===== src/rtl/efn_pkg.sv =====
package efn_pkg;

    // Interrupt register bit positions, one per source.
    localparam int IRQ_TX0     = 0;
    localparam int IRQ_EP0RX   = 1;
    localparam int IRQ_EP1TX   = 2;
    localparam int IRQ_RST     = 3;
    localparam int IRQ_SUS     = 4;
    localparam int IRQ_W       = 5;

    // Device register indices on the local register port.
    localparam logic [3:0] DEV_INT      = 4'h0;
    localparam logic [3:0] DEV_MASK     = 4'h1;
    localparam logic [3:0] DEV_TX0_CF   = 4'h2;
    localparam logic [3:0] DEV_TX0_ST   = 4'h3;
    localparam logic [3:0] DEV_EP0RX_CF = 4'h4;
    localparam logic [3:0] DEV_EP1_CF   = 4'h5;
    localparam logic [3:0] DEV_STATUS   = 4'h6;

    // EP0 transmit control bits.
    localparam int TXC_ENABLE  = 0;
    localparam int TXC_CLEAR   = 1;
    // EP0 transmit status bits.
    localparam int TXS_ACK     = 0;
    localparam int TXS_UNDER   = 1;
    localparam int TXS_OVER    = 2;
    localparam int TXS_STAGE   = 3;
    // EP0 receive control bits.
    localparam int RXC_ENABLE  = 0;
    localparam int RXC_FIFOEN  = 1;
    // Device status read bits.
    localparam int DST_CONN    = 0;
    localparam int DST_SUSP    = 1;
    localparam int DST_EP1RUN  = 2;

    localparam logic [7:0] INT_RESET   = 8'h00;
    localparam logic [7:0] MASK_RESET  = 8'h00;
    localparam logic [7:0] RST_CLEAR   = 8'h08;
    localparam logic [7:0] SUS_CLEAR   = 8'h10;

    // Controller AXI register byte offsets.
    localparam logic [5:0] C_CMD    = 6'h00;
    localparam logic [5:0] C_WDATA  = 6'h04;
    localparam logic [5:0] C_RDATA  = 6'h08;
    localparam logic [5:0] C_STAT   = 6'h0c;
    localparam logic [5:0] C_IMASK  = 6'h10;
    localparam logic [5:0] C_TIMER  = 6'h14;

    localparam logic [1:0] RESP_OKAY   = 2'b00;
    localparam logic [1:0] RESP_SLVERR = 2'b10;

    localparam int CIRQ_W = 3;
    localparam int CI_DONE = 0;
    localparam int CI_DEV  = 1;
    localparam int CI_TOUT = 2;

    localparam logic [31:0] TOUT_RESET = 32'h0000_0000;

endpackage


===== src/rtl/efn_if.sv =====
`timescale 1ns/10ps
interface efn_if;
    logic       irq_n;      // Active-low interrupt request from the device.
    logic       reg_we;     // Register write strobe.
    logic       reg_re;     // Register read strobe.
    logic [3:0] reg_addr;   // Register index.
    logic [7:0] reg_wdata;  // Write data.
    logic [7:0] reg_rdata;  // Read data, valid the cycle after reg_re.

    modport dev (output irq_n, reg_rdata, input reg_we, reg_re, reg_addr, reg_wdata);
    modport ctl (input irq_n, reg_rdata, output reg_we, reg_re, reg_addr, reg_wdata);
endinterface


===== src/rtl/efn_device.sv =====
`timescale 1ns/10ps
// Summary of operation
// - Power-up clears interrupts, request line high
// - Connected only when both EP0 enables set
// - Mask bit 1 lets source assert request
// - Five interrupt sources, one bit each
// - Endpoint 1 runs only when enabled
// - Controller reads interrupt register on request
// - Host reset/setup clears all, then sets new
// - Controller timeout checks status stage, rearms
// - Receive FIFO enable rearms receive FIFO
// - Transmit ACK sets bit and interrupt
// - Controller loads FIFO and count before IN
// - Receive FIFO enable lets OUT status ack
// - Underrun/overrun flag interrupt; clear bit clears
// - Function reset clears all but masks, EP0 enables
// - Writing 08h clears function reset interrupt
// - Writing 10h clears suspend, enters suspend
module efn_device
    import efn_pkg::*;
(
    input  wire logic aclk,          // Device clock.
    input  wire logic aresetn,       // Synchronous reset, active low.
    efn_if.dev        bus,           // Register port to the controller.
    input  wire logic usb_reset,     // Host function reset pulse.
    input  wire logic usb_setup,     // Host new setup transaction pulse.
    input  wire logic usb_suspend,   // Suspend detected pulse.
    input  wire logic ep0_tx_ack,    // EP0 IN transaction acknowledged pulse.
    input  wire logic ep0_tx_stage,  // The acknowledged IN was a status stage.
    input  wire logic ep0_tx_under,  // EP0 transmit FIFO under-run pulse.
    input  wire logic ep0_tx_over,   // EP0 transmit FIFO over-run pulse.
    input  wire logic ep0_rx_done,   // EP0 OUT packet received pulse.
    input  wire logic ep1_tx_ack,    // EP1 IN transaction acknowledged pulse.
    output logic      connected,     // Function logically attached to hub.
    output logic      rx_armed,      // Receive FIFO accepts the next packet.
    output logic      ep1_active,    // Endpoint 1 operating.
    output logic      suspended      // Low-power suspend, clocks not gated.
);

    typedef struct packed {
        logic [IRQ_W-1:0] intr;
        logic [IRQ_W-1:0] mask;
        logic             tx_en;
        logic             rx_en;
        logic             ep1_en;
        logic             rx_fifo_en;
        logic             ack;
        logic             under;
        logic             over;
        logic             stage;
        logic             susp;
        logic [7:0]       rdata;
    } state_t;

    state_t s_q, s_d;

    logic [7:0]       rd;
    logic [IRQ_W-1:0] pend;

    ////////////////////////////////////////////////////////////////////////////////
    // Read multiplexer; the selected value is registered on a read strobe.
    always_comb begin
        rd = 8'h00;
        if (bus.reg_addr == DEV_INT) begin
            rd = 8'(s_q.intr);
        end else if (bus.reg_addr == DEV_MASK) begin
            rd = 8'(s_q.mask);
        end else if (bus.reg_addr == DEV_TX0_CF) begin
            rd[TXC_ENABLE] = s_q.tx_en;
        end else if (bus.reg_addr == DEV_TX0_ST) begin
            rd[TXS_ACK]   = s_q.ack;
            rd[TXS_UNDER] = s_q.under;
            rd[TXS_OVER]  = s_q.over;
            rd[TXS_STAGE] = s_q.stage;
        end else if (bus.reg_addr == DEV_EP0RX_CF) begin
            rd[RXC_ENABLE] = s_q.rx_en;
            rd[RXC_FIFOEN] = s_q.rx_fifo_en;
        end else if (bus.reg_addr == DEV_EP1_CF) begin
            rd[0] = s_q.ep1_en;
        end else if (bus.reg_addr == DEV_STATUS) begin
            rd[DST_CONN]   = connected;
            rd[DST_SUSP]   = s_q.susp;
            rd[DST_EP1RUN] = ep1_active;
        end
    end

    ////////////////////////////////////////////////////////////////////////////////
    always_comb begin
        s_d = s_q;
        if (bus.reg_re) begin
            s_d.rdata = rd;
        end

        // Software writes first, so hardware events below win over clears.
        if (bus.reg_we) begin
            if (bus.reg_addr == DEV_INT) begin
                if (bus.reg_wdata == RST_CLEAR) begin
                    s_d.intr[IRQ_RST] = 1'b0;
                end else if (bus.reg_wdata == SUS_CLEAR) begin
                    s_d.intr[IRQ_SUS] = 1'b0;
                    s_d.susp = 1'b1;
                end else begin
                    s_d.intr = s_q.intr & ~bus.reg_wdata[IRQ_W-1:0];
                end
            end else if (bus.reg_addr == DEV_MASK) begin
                s_d.mask = bus.reg_wdata[IRQ_W-1:0];
            end else if (bus.reg_addr == DEV_TX0_CF) begin
                s_d.tx_en = bus.reg_wdata[TXC_ENABLE];
                if (bus.reg_wdata[TXC_CLEAR]) begin
                    s_d.under = 1'b0;
                    s_d.over  = 1'b0;
                end
            end else if (bus.reg_addr == DEV_TX0_ST) begin
                s_d.ack   = s_q.ack & bus.reg_wdata[TXS_ACK];
                s_d.stage = s_q.stage & bus.reg_wdata[TXS_STAGE];
            end else if (bus.reg_addr == DEV_EP0RX_CF) begin
                s_d.rx_en = bus.reg_wdata[RXC_ENABLE];
                if (bus.reg_wdata[RXC_FIFOEN]) begin
                    s_d.rx_fifo_en = 1'b1;
                end
            end else if (bus.reg_addr == DEV_EP1_CF) begin
                s_d.ep1_en = bus.reg_wdata[0];
            end
        end

        // Events count only while attached; a host reset always acts.
        // Acknowledge, under-run and over-run share the transmit interrupt bit.
        if (ep0_tx_ack && connected) begin
            s_d.ack   = 1'b1;
            s_d.stage = ep0_tx_stage;
        end

        if (ep0_tx_under && connected) begin
            s_d.under = 1'b1;
        end

        if (ep0_tx_over && connected) begin
            s_d.over = 1'b1;
        end

        s_d.intr[IRQ_TX0] = s_d.ack | s_d.under | s_d.over;

        // A received packet disarms the FIFO until software enables it again.
        if (ep0_rx_done && connected && s_q.rx_fifo_en) begin
            s_d.rx_fifo_en      = 1'b0;
            s_d.intr[IRQ_EP0RX] = 1'b1;
        end

        if (ep1_tx_ack && ep1_active) begin
            s_d.intr[IRQ_EP1TX] = 1'b1;
        end

        if (usb_suspend && connected) begin
            s_d.intr[IRQ_SUS] = 1'b1;
        end

        // A new setup or host reset wipes pending bits before flagging itself.
        if (usb_setup && connected) begin
            s_d.intr = '0;
            s_d.ack  = 1'b0;
            s_d.intr[IRQ_EP0RX] = 1'b1;
        end

        if (usb_reset) begin
            s_d.intr       = '0;
            s_d.ep1_en     = 1'b0;
            s_d.rx_fifo_en = 1'b0;
            s_d.ack        = 1'b0;
            s_d.under      = 1'b0;
            s_d.over       = 1'b0;
            s_d.stage      = 1'b0;
            s_d.susp       = 1'b0;
            s_d.intr[IRQ_RST] = 1'b1;
        end

        if (!aresetn) begin
            s_d      = '0;
            s_d.intr = INT_RESET[IRQ_W-1:0];
            s_d.mask = MASK_RESET[IRQ_W-1:0];
        end
    end

    ////////////////////////////////////////////////////////////////////////////////
    always_ff @(posedge aclk) begin
        s_q <= s_d;
    end

    ////////////////////////////////////////////////////////////////////////////////
    assign connected     = s_q.tx_en & s_q.rx_en;
    assign ep1_active    = connected & s_q.ep1_en;
    assign rx_armed      = s_q.rx_fifo_en;
    assign suspended     = s_q.susp;
    assign bus.reg_rdata = s_q.rdata;
    assign pend          = s_q.intr & s_q.mask;
    assign bus.irq_n     = ~|pend;

endmodule


===== src/flat_wrapper.sv =====
// flat-port wrapper written by rule: the top's interface ports become plain ports
module efn_device_flat import efn_pkg::*;
  (aclk, aresetn, usb_reset, usb_setup, usb_suspend, ep0_tx_ack, ep0_tx_stage, ep0_tx_under, ep0_tx_over, ep0_rx_done, ep1_tx_ack, connected, rx_armed, ep1_active, suspended, bus_irq_n, bus_reg_rdata, bus_reg_we, bus_reg_re, bus_reg_addr, bus_reg_wdata);
  efn_if bus_i ();
  input  wire logic aclk;
  input  wire logic aresetn;
  input  wire logic usb_reset;
  input  wire logic usb_setup;
  input  wire logic usb_suspend;
  input  wire logic ep0_tx_ack;
  input  wire logic ep0_tx_stage;
  input  wire logic ep0_tx_under;
  input  wire logic ep0_tx_over;
  input  wire logic ep0_rx_done;
  input  wire logic ep1_tx_ack;
  output logic connected;
  output logic rx_armed;
  output logic ep1_active;
  output logic suspended;
  output wire logic [$bits(bus_i.irq_n)-1:0] bus_irq_n;
  output wire logic [$bits(bus_i.reg_rdata)-1:0] bus_reg_rdata;
  input wire logic [$bits(bus_i.reg_we)-1:0] bus_reg_we;
  input wire logic [$bits(bus_i.reg_re)-1:0] bus_reg_re;
  input wire logic [$bits(bus_i.reg_addr)-1:0] bus_reg_addr;
  input wire logic [$bits(bus_i.reg_wdata)-1:0] bus_reg_wdata;
  assign bus_irq_n = bus_i.irq_n;
  assign bus_reg_rdata = bus_i.reg_rdata;
  assign bus_i.reg_we = bus_reg_we;
  assign bus_i.reg_re = bus_reg_re;
  assign bus_i.reg_addr = bus_reg_addr;
  assign bus_i.reg_wdata = bus_reg_wdata;
  efn_device u_core (.aclk(aclk), .aresetn(aresetn), .bus(bus_i), .usb_reset(usb_reset), .usb_setup(usb_setup), .usb_suspend(usb_suspend), .ep0_tx_ack(ep0_tx_ack), .ep0_tx_stage(ep0_tx_stage), .ep0_tx_under(ep0_tx_under), .ep0_tx_over(ep0_tx_over), .ep0_rx_done(ep0_rx_done), .ep1_tx_ack(ep1_tx_ack), .connected(connected), .rx_armed(rx_armed), .ep1_active(ep1_active), .suspended(suspended));
endmodule

===== config.mk =====
export PLATFORM = sky130hd
export DESIGN_NAME = efn_device_flat
export DESIGN_NICKNAME = d
export VERILOG_FILES = /design/src/rtl/efn_pkg.sv /design/src/rtl/efn_if.sv /design/src/rtl/efn_device.sv /design/src/flat_wrapper.sv
export SDC_FILE = /design/constraint.sdc
export NUM_CORES = 1
export LEC_CHECK = 0
export BUFFER_PORTS_ARGS = -buffer_cell sky130_fd_sc_hd__buf_2
export CAP_MARGIN = 10
export CELL_PAD_IN_SITES_DETAIL_PLACEMENT = 1
export CELL_PAD_IN_SITES_GLOBAL_PLACEMENT = 1
export CORE_UTILIZATION = 38
export CTS_BUF_LIST = sky130_fd_sc_hd__clkbuf_4
export CTS_CLUSTER_DIAMETER = 40
export DETAILED_ROUTE_END_ITERATION = 8
export PLACE_DENSITY_LB_ADDON = 0.1
export SLEW_MARGIN = 20
export SYNTH_ARGS = -nofsm -noshare
export SYNTH_HDL_FRONTEND = slang
export SYNTH_SLANG_ARGS = --single-unit

===== constraint.sdc =====
create_clock -name aclk -period 1.4 [get_ports aclk]
set_clock_uncertainty 0.05 [all_clocks]
set_input_delay 0.28 -clock aclk [delete_from_list [all_inputs] [get_ports aclk]]
set_output_delay 0.28 -clock aclk [all_outputs]
set_load 0.01 [all_outputs]

==> results of run 1 <==
worst max-delay path: stages, from the launching register on:
cell      delay [ps]
dfxtp_2          350
a222oi_1         330
inv_1             80
a221oi_2         180
buf_2            170
per-layer routing:
| layer | up-vias | GRT usage | wire, microns |
|---|---|---|---|
| met4 | 0 | 0.120 | 102 |
| met1 | 603 | 0.272 | 1750 |
| li1 | 627 | - | - |
| met3 | 9 | 0.0390 | 94 |
| met2 | 33 | 0.421 | 1860 |
| met5 | - | 0 | 0 |
timing repair:
item | CTS | global route
setup buffers | 0 | 1
pin swaps | 1 | 1
cloned | 0 | 0
gates resized for setup | 6 | 2
endpoints found under the setup margin | 3 | 2
placed cells by master (no fill, tap or decap), types with 5 or more instances in the layout:
cell type  Yosys  layout
o21ai_0        7       7
dfxtp_1       24      20
a21oi_1        6       6
buf_4          9      19
a22oi_1        6       6
nor2_1        18      18
nand3_1       13      13
nand2_1        6       6
mux2i_1       10      10
inv_1          5       5
buf_2          3      34
logic make-up after synthesis:
| logic type | after synthesis | share of synthesized area |
|---|---|---|
| simple gates | 60 | 0.253 |
| compound gates | 35 | 0.184 |
| flops | 24 | 0.379 |
| buf+inv | 21 | 0.0927 |
| mux | 11 | 0.0878 |
| other cells | 1 | 0.00296 |
cell usage after synthesis (all sizes together):
master	count
a21oi	6
a221oi	2
a222oi	1
a22oi	6
a311oi	1
a31oi	3
a41oi	2
and2	2
and3	2
and4bb	2
buf	12
clkbuf	4
conb	1
dfxtp	24
inv	5
mux2	1
mux2i	10
nand2	6
nand2b	5
nand3	13
nand3b	1
nand4	2
nand4b	1
nor2	18
nor2b	3
nor3	2
nor4	1
o211a	1
o211ai	1
o21a	2
o21ai	8
o22ai	1
o31ai	1
or3	1
or4	1
worst paths after layout:
kind                              to  slack (ps)
max                        bus_irq_n        -360
min                  u_core.rx_armed         110
max reg2reg  u_core.bus.reg_rdata[2]         160
min reg2reg  u_core.bus.reg_rdata[3]         420
power groups by stage:
stage,logic [uW],clock network [uW],registers (uW)
2_1_floorplan,81.5,0,708
3_3_place_gp,166,0,708
3_5_place_dp,172,0,709
4_1_cts,173,527,694
5_1_grt,189,552,696
6_report,173,512,695
final cells by class:
cell class / instances / area (sq um)
Fill cell: 400 / 1490
Multi-Input combinational cell: 109 / 692
Sequential cell: 24 / 485
Timing Repair Buffer: 53 / 313
Tap cell: 44 / 55.1
Clock inverter: 1 / 30.0
Clock buffer: 3 / 22.5
Inverter: 5 / 18.8
sequential cells by signal, summed over array words and instances, names as in the netlist:
| register | cells |
|---|---|
| u_core.rx_armed | 1 |
| u_core.suspended | 1 |
| u_core.bus.reg_rdata | 5 |
| u_core.s_q | 17 |
metrics by stage:
step / instances / instance area [sq um] / setup WS [ps]
after floorplan: 154 / 1280 / 53.0
after global placement: 234 / 1540 / -8.74
after detailed placement: 234 / 1540 / -60.2
after CTS: 238 / 1610 / -391
after global routing: 239 / 1620 / -462
final: 239 / 1620 / -362
==> results.ini, run 1 <==
[floorplanning]
die_w_microns=59.8
row_count=20
die_height_microns=59.8
core_sq_um=3100
fp.dieArea_sq_um=3570
top_level_ports=38
start_util=0.409

[drt]
dr.pass1.iters=4
num_vias=1272
via_per_inst=5.32
drc_errors=0
drt_iter0_markers=43
wl_per_cell_microns=15.9
drt-total-wl_microns=3810
ant_nets=0

[power_and_ir_drop]
p_sw_frac=0.234
p_leak_uw=0.000695
internal_power_uw=1060
p_total_uw=1380
p_comb_frac=0.125
max-vdd-ir-drop_mv=0.705
power_density_nw_per_um2=854
power_frac_seq=0.503
clockPowerShare=0.371
switching_power_uw=323

[cts]
ctsLongestPathBuffers=2
postCtsHoldBufs=0
numCtsBuffers=3
cts_root_buf=clkbuf_4
htreeDepth=1
insertion_delay_ps=330
clk_pin_slew_worst_paths_ps=140
cts_tree=done
clock-sinks=24

[global_route]
grt_max_degree=15
grt_pass1_wl_microns=6040
grt_pass1_vias=1323
antenna_found_initial=0
grt_util_all_layers=0.237
grt-ovfl-total=0

[sta]
fin_crit_ps=1760
tns_ps=-362
setup_violations=1
hold_viol_final=0
holdWs_ps=110
rsz0062_at_grt=yes
slew_violations=0
fin_ws_ps=-362
max_freq_ghz=0.567
post-route-period-util=1.26

[synth]
yosysSeqAreaShare=0.379
synth_top_area_frac=0.379
yosysWarnings=0
synth.area.top_cells=dfxtp_1 38%, mux2i_1 7.9%, buf_4 5.3%, nor2_1 5.3%, nand3_1 5.1%
synthDistinctLibCells=40
ys_ff_latch=24
synth_area_sq_um=1270
avgSynthCellArea_sq_um=8.35
synthCells=152
yosysTopAreaCell=dfxtp_1

[min_path]
holdPathStages=2
hold_start=ep0_rx_done
hp-class=input pin to flop

[run_status]
status=finished with violations
violations=negative setup slack

[worst_setup_path]
critPathKind=flop to output port
crit_fanout=2
crit_path_start_kind=flop
worstReg2RegStart=u_core.s_q[14]
required_ps=1070
startpoint=u_core.s_q[25]
cp.arrival_ps=1430
worst_r2r_path_depth=5
cp-end-kind=output port

[job]
drv_cap=0

[place]
port_buffers=34
gp_congestion=0.890
dp_hpwl_microns=3040

[layout]
areaGrowthSynthToFinish_pct=27.4
final_nets=221
fin_util=0.521
drive_gt1_frac=0.354
n_antenna_cell=0

No activity file was read; power rests on OpenSTA's default activity.
==> inputs of run 2 (changes only) <==
==> constraint.sdc (replaced) <==
create_clock -name aclk -period 1.4 [get_ports aclk]
set_clock_uncertainty 0.05 [all_clocks]
set_input_delay 0.14 -clock aclk [delete_from_list [all_inputs] [get_ports aclk]]
set_output_delay 0.14 -clock aclk [all_outputs]
set_load 0.05 [all_outputs]
==> run 2 against run 1 <==
Compared with the run above:
- the flow still finishes with violations (negative setup slack)
- clock-buffer cell count unchanged
- critical path depth unchanged
- critical path type unchanged
- largest cell class unchanged
- combinational power up 2%
- critical endpoint unchanged
- final cell count down 4.6%
==> results.ini, run 2 (synthesis results as in run 1) <==
[worst_setup_path]
required_ps=1210  ; was 1070 ps
cp.arrival_ps=1480  ; was 1430 ps
critPathBufInv=2  ; unchanged
cp_slowest_stage_delay_ps=350  ; about the same
slowest_stage=dfxtp_2  ; unchanged
critPathTopFamily=compound AO/OA/AOI/OAI gates  ; unchanged
crit_fanout=2  ; unchanged
path_cells=a222oi_1 -> inv_1 -> a221oi_2 -> buf_6  ; was a222oi_1 -> inv_1 -> a221oi_2 -> buf_2
crit_path_start_kind=flop  ; unchanged
cp-end-kind=output port  ; unchanged
critPathKind=flop to output port  ; unchanged

[sta]
hold_viol_final=0  ; unchanged
slew_violations=0  ; unchanged
fin_crit_ps=1670  ; was 1760 ps
fin_ws_ps=-275  ; was -362 ps
max_freq_ghz=0.597  ; was 0.567 GHz
tns_ps=-275  ; was -362 ps
post-route-period-util=1.20  ; was 1.26
setup_violations=1  ; unchanged
holdWs_ps=7.10  ; was 110 ps
rsz0062_at_grt=yes  ; unchanged

[place]
port_buffers=34  ; unchanged
dp.cells=223  ; was 234
gp_congestion=0.822  ; was 0.890
pre_cts_slack_ps=43.5  ; was -60.2 ps
dp_hpwl_microns=2830  ; was 3040 microns

[floorplanning]
start_util=0.409  ; unchanged
die_w_microns=59.8  ; unchanged
top_level_ports=38  ; unchanged
core_sq_um=3100  ; unchanged
die_height_microns=59.8  ; unchanged
fp.dieArea_sq_um=3570  ; unchanged
row_count=20  ; unchanged

[cts]
cts_tree=done  ; unchanged
insertion_delay_ps=320  ; was 330 ps
numCtsBuffers=3  ; unchanged
clk_pin_slew_worst_paths_ps=140  ; about the same
clock-sinks=24  ; unchanged
cts_root_buf=clkbuf_4  ; unchanged
htreeDepth=1  ; unchanged
ctsLongestPathBuffers=2  ; unchanged

[global_route]
antenna_found_initial=0  ; unchanged
grt_util_all_layers=0.226  ; was 0.237
grt_pass1_wl_microns=5870  ; was 6040 microns
grt_pass1_vias=1244  ; was 1,323
grt-ovfl-total=0  ; unchanged
grt_max_degree=16  ; was 15

[power_and_ir_drop]
p_leak_uw=0.000635  ; was 0.000695 uW
power_density_nw_per_um2=783  ; was 854 nW/um^2
max-vdd-ir-drop_mv=0.317  ; was 0.705 mV
p_total_uw=1190  ; was 1380 uW

[layout]
final_cells=228  ; was 239
largest_reg_flops=17  ; unchanged
layout_commonest_cell=buf_2  ; unchanged
top_register=u_core.s_q  ; unchanged
final_nets=211  ; was 221
final_cell_mix=31 x buf_2, 21 x dfxtp_1, 18 x nor2_1  ; was 34 x buf_2, 20 x dfxtp_1, 19 x buf_4
areaGrowthSynthToFinish_pct=20.0  ; was 27.4%
fillers=412  ; was 400
drive_gt1_frac=0.299  ; was 0.354
n_antenna_cell=0  ; unchanged

[drt]
drc_errors=0  ; unchanged
drt-total-wl_microns=3610  ; was 3810 microns
via_per_inst=5.42  ; was 5.32
dr.pass1.iters=4  ; unchanged
ant_nets=0  ; unchanged
wl_per_cell_microns=15.8  ; was 15.9 microns
drt_iter0_markers=45  ; was 43
num_vias=1236  ; was 1,272

[min_path]
hp-class=input pin to flop  ; unchanged

[job]
drv_cap=0  ; unchanged

[run_status]
violations=negative setup slack  ; unchanged
status=finished with violations  ; unchanged

[run 2: cell types whose count changed in the layout (fill, tap and decap cells not counted)]
cell,change
dlygate4sd3_1,+1
buf_6,+2
bufinv_16,-1
dfxtp_2,-1
buf_2,-3
dfxtp_1,+1
and3_4,-1
buf_4,-10
and3_1,+1
[run 2: layout make-up]
cell class	instances	area, sq um	share of cell area
repair buffers	43	255	0.168
clock buffers	3	22.5	0.0148
well taps	44	55.1	0.0362
inverters	5	18.8	0.0123
flip-flops and latches	24	484	0.318
multi-input cells	109	687	0.451
[run 2: report_power, final]
group	internal [uW]	switching, uW
clock network	101	220
logic	65.8	111
registers	690	4.19
[run 2: stage by stage]
stage | cell area [sq um] | utilization
floorplan | 1280 | -
global placement | 1460 | 0.471
detailed placement | 1460 | 0.471
CTS | 1510 | 0.486
global route | 1520 | 0.491
finish | 1520 | 0.491
[run 2: what timing repair did]
item	4_1_cts	5_1_grt
gates resized for setup	6	4
hold buffers	1	0
hold endpoints to repair	1	0
buffers inserted	0	1
gates cloned	0	0
endpoints found under the setup margin	3	3
pin swaps	0	1
[run 2: layer usage]
| metal | share of wire | routed length [microns] | up-vias | global-route usage |
|---|---|---|---|---|
| met5 | 0 | 0 | - | 0 |
| met4 | 0.015 | 53 | 0 | 0.0963 |
| met3 | 0.044 | 158 | 6 | 0.0411 |
| met2 | 0.48 | 1740 | 32 | 0.376 |
| met1 | 0.46 | 1660 | 589 | 0.284 |
| li1 | - | - | 609 | - |
[run 2: worst reg2reg max path, cell delays in order (launching register included)]
cell and delay (ps):
dfxtp_1 360, and3_1 230, a22oi_1 190, a21oi_1 100
o21a_1 190
[run 2: path summary, 6_finish.rpt]
check / depth (start not counted) / slack (ps) / end / from
hold reg to reg: 2 / 430 / u_core.bus.reg_rdata[3] / u_core.bus.reg_rdata[3]
setup / recovery: 4 / -270 / bus_irq_n / u_core.s_q[20]
hold / removal: 3 / 7 / u_core.s_q[25] / usb_reset
setup reg to reg: 4 / 200 / u_core.bus.reg_rdata[2] / u_core.s_q[14]
==> inputs of run 3 (changes only) <==
ABC_AREA = 1   (was unset)
CORE_UTILIZATION = 36   (was 38)
HOLD_SLACK_MARGIN = 0.12   (was unset)
==> run 3 against run 2 <==
Compared with the run above:
- the flow still finishes with violations (negative setup slack)
- final cell count grew 25%
- via count grew 17%
- die area grew 5.6%
- fmax grew 13%
- critical path depth shrank 1
- core utilization grew 0.67 points
- sequential power grew 2%
- critical path type unchanged
- synthesized cell count grew 26%
- clock-buffer cell count is the same
- non-clock buffer count grew 9
==> results.ini, run 3 <==
[floorplanning]
row_count=21  ; was 20
top_level_ports=38  ; unchanged
die_w_microns=61.4  ; was 59.8 microns
start_util=0.378  ; was 0.409
fp.dieArea_sq_um=3770  ; was 3570 sq um
core_sq_um=3360  ; was 3100 sq um
die_height_microns=61.4  ; was 59.8 microns

[sta]
hold_viol_final=0  ; unchanged
setup_violations=1  ; unchanged
fin_ws_ps=-77.1  ; was -275 ps
slew_violations=0  ; unchanged
rsz0062_at_grt=yes  ; unchanged
fin_crit_ps=1480  ; was 1670 ps
max_freq_ghz=0.677  ; was 0.597 GHz
post-route-period-util=1.06  ; was 1.20
holdWs_ps=144  ; was 7.10 ps

[cts]
cts_root_buf=clkbuf_4  ; unchanged
numCtsBuffers=3  ; unchanged
insertion_delay_ps=320  ; about the same
htreeDepth=1  ; unchanged
cts_tree=done  ; unchanged
clock-sinks=24  ; unchanged
ctsLongestPathBuffers=2  ; unchanged
clk_pin_slew_worst_paths_ps=140  ; about the same

[worst_setup_path]
path_cells=a22o_1 -> a211oi_2 -> buf_6  ; was a222oi_1 -> inv_1 -> a221oi_2 -> buf_6
slowest_stage=dfxtp_2  ; unchanged
required_ps=1210  ; about the same
cp-end-kind=output port  ; unchanged
cp.depth=3  ; was 4
crit_path_start_kind=flop  ; unchanged
cp_slowest_stage_delay_ps=360  ; was 350 ps
cp.arrival_ps=1290  ; was 1480 ps
worst_r2r_path_depth=6  ; was 4
crit_fanout=2  ; unchanged
critPathTopFamily=compound AO/OA/AOI/OAI gates  ; unchanged
critPathBufInv=1  ; was 2
critPathKind=flop to output port  ; unchanged

[layout]
areaGrowthSynthToFinish_pct=31.6  ; was 20.0%
layout_commonest_cell=nand2_1  ; was buf_2
drive_gt1_frac=0.247  ; was 0.299
fin_area_sq_um=1670  ; was 1520 sq um
final_cell_mix=36 x nand2_1, 31 x buf_2, 22 x inv_1, 22 x a21oi_1, 21 x nor2_1  ; was 31 x buf_2, 21 x dfxtp_1, 18 x nor2_1
top_register=u_core.s_q  ; unchanged
n_antenna_cell=0  ; unchanged
fillers=469  ; was 412
fin_util=0.497  ; was 0.491
multi_input_area_sq_um=652  ; was 687 sq um
largest_reg_flops=17  ; unchanged
seq_area_sq_um=485  ; was 484 sq um
final_nets=265  ; was 211

[power_and_ir_drop]
power_density_nw_per_um2=761  ; was 783 nW/um^2
max-vdd-ir-drop_mv=0.506  ; was 0.317 mV
p_leak_uw=0.000732  ; was 0.000635 uW

[synth]
async_flop_share=0  ; unchanged
synth_top_area_frac=0.378  ; was 0.379
synth_edf_count=0  ; unchanged
synthDistinctLibCells=25  ; was 40
yosysSeqAreaShare=0.378  ; was 0.379
synth_area_sq_um=1270  ; about the same
synthFlopType=dfxtp_1  ; unchanged
synth.area.top_cells=dfxtp_1 38%, nand2_1 11%, a21oi_1 8.7%, o21ai_0 7.9%, inv_1 6.8%  ; was dfxtp_1 38%, mux2i_1 7.9%, buf_4 5.3%, nor2_1 5.3%, nand3_1 5.1%
synthCells=191  ; was 152
yosysWarnings=0  ; unchanged
avgSynthCellArea_sq_um=6.66  ; was 8.35 sq um
ys_ff_latch=24  ; unchanged
post-synth-top-count-cell=nand2_1  ; was dfxtp_1
yosysTopAreaCell=dfxtp_1  ; unchanged
synth_common_cells=37 x nand2_1, 24 x dfxtp_1, 23 x inv_1, 22 x a21oi_1, 22 x nor2_1  ; was 24 x dfxtp_1, 18 x nor2_1, 13 x nand3_1, 10 x mux2i_1, 9 x buf_4

[min_path]
hp-class=input pin to flop  ; unchanged
holdPathStages=4  ; was 3

[global_route]
grt_pass1_wl_microns=6760  ; was 5870 microns
grt_util_all_layers=0.251  ; was 0.226
grt-ovfl-total=0  ; unchanged
antenna_found_initial=0  ; unchanged
grt_max_degree=14  ; was 16
grt_pass1_vias=1461  ; was 1,244

[drt]
drc_errors=0  ; unchanged
via_per_inst=5.07  ; was 5.42
drt_iter0_markers=40  ; was 45
ant_nets=0  ; unchanged
wl_per_cell_microns=15.0  ; was 15.8 microns
drt-total-wl_microns=4270  ; was 3610 microns
dr.pass1.iters=4  ; unchanged
num_vias=1445  ; was 1,236

[place]
gp_congestion=0.918  ; was 0.822
postPlaceCellArea_sq_um=1460  ; about the same
dp_hpwl_microns=3130  ; was 2830 microns
port_buffers=34  ; unchanged

[job]
drv_cap=0  ; unchanged

[run_status]
violations=negative setup slack  ; unchanged
status=finished with violations  ; unchanged

-- run 3: final timing paths --
check / end / slack (ps) / start
worst max register to register: u_core.bus.reg_rdata[0] / 260 / u_core.s_q[15]
worst max-delay path: bus_irq_n / -80 / u_core.s_q[23]
worst min-delay path: u_core.s_q[10] / 140 / ep0_tx_over
worst min register to register: u_core.bus.reg_rdata[1] / 420 / u_core.bus.reg_rdata[1]
-- run 3: metrics by stage --
| step | std cells | worst slack, ps | setup TNS (ps) | power (uW) |
|---|---|---|---|---|
| finish | 285 | -77.1 | -77.1 | 1270 |
| CTS | 284 | -74.1 | -74.1 | 1270 |
| global placement | 265 | 133 | 0 | 914 |
| floorplan | 193 | 14.1 | 0 | 852 |
| detailed placement | 265 | 60.2 | 0 | 922 |
| global route | 285 | -146 | -146 | 1340 |
-- run 3: timing repair --
action,4_1_cts,5_1_grt
gates resized for setup,9,5
setup buffers,1,1
endpoints found under the hold margin,16,0
setup endpoints to repair,3,4
gates cloned,0,0
hold buffers,14,0
-- run 3: worst register-to-register path, cell delays in order (launching register included) --
cell      delay (ps)
dfxtp_2          370
inv_1             40
nand2_1           40
o21ai_0          110
o21ai_0          240
nand3b_1         110
a21oi_1          130
-- run 3: where the power goes --
| group | leakage, uW | internal, uW | switching (uW) |
|---|---|---|---|
| Sequential | 0.000196 | 697 | 8.36 |
| Combinational | 0.000520 | 88.1 | 149 |
| Clock | 0.0000154 | 105 | 226 |
-- run 3: layer usage --
metal,GRT usage,up-vias,wire [microns]
li1,-,710,-
met3,0.0399,12,186
met5,0,-,0
met1,0.303,679,1830
met4,0.0889,0,97
met2,0.449,44,2150
-- run 3: area by class of cell --
cell class,instances,share of cell area
Tap cell,46,0.0344
Sequential cell,24,0.290
Clock buffer,3,0.0135
Multi-Input combinational cell,134,0.390
Inverter,25,0.0576
Clock inverter,1,0.00224
Timing Repair Buffer,52,0.212
-- run 3: cells by family (layout without fill, tap and decap cells) --
family                 Yosys count  after routing  share of synthesized area
AO/OA/AOI/OAI                   50             50                      0.215
buffers and inverters           35             81                      0.127
flip-flops                      24             24                      0.378
AND/OR/NAND/NOR                 81             81                      0.278
other                            1              3                    0.00295
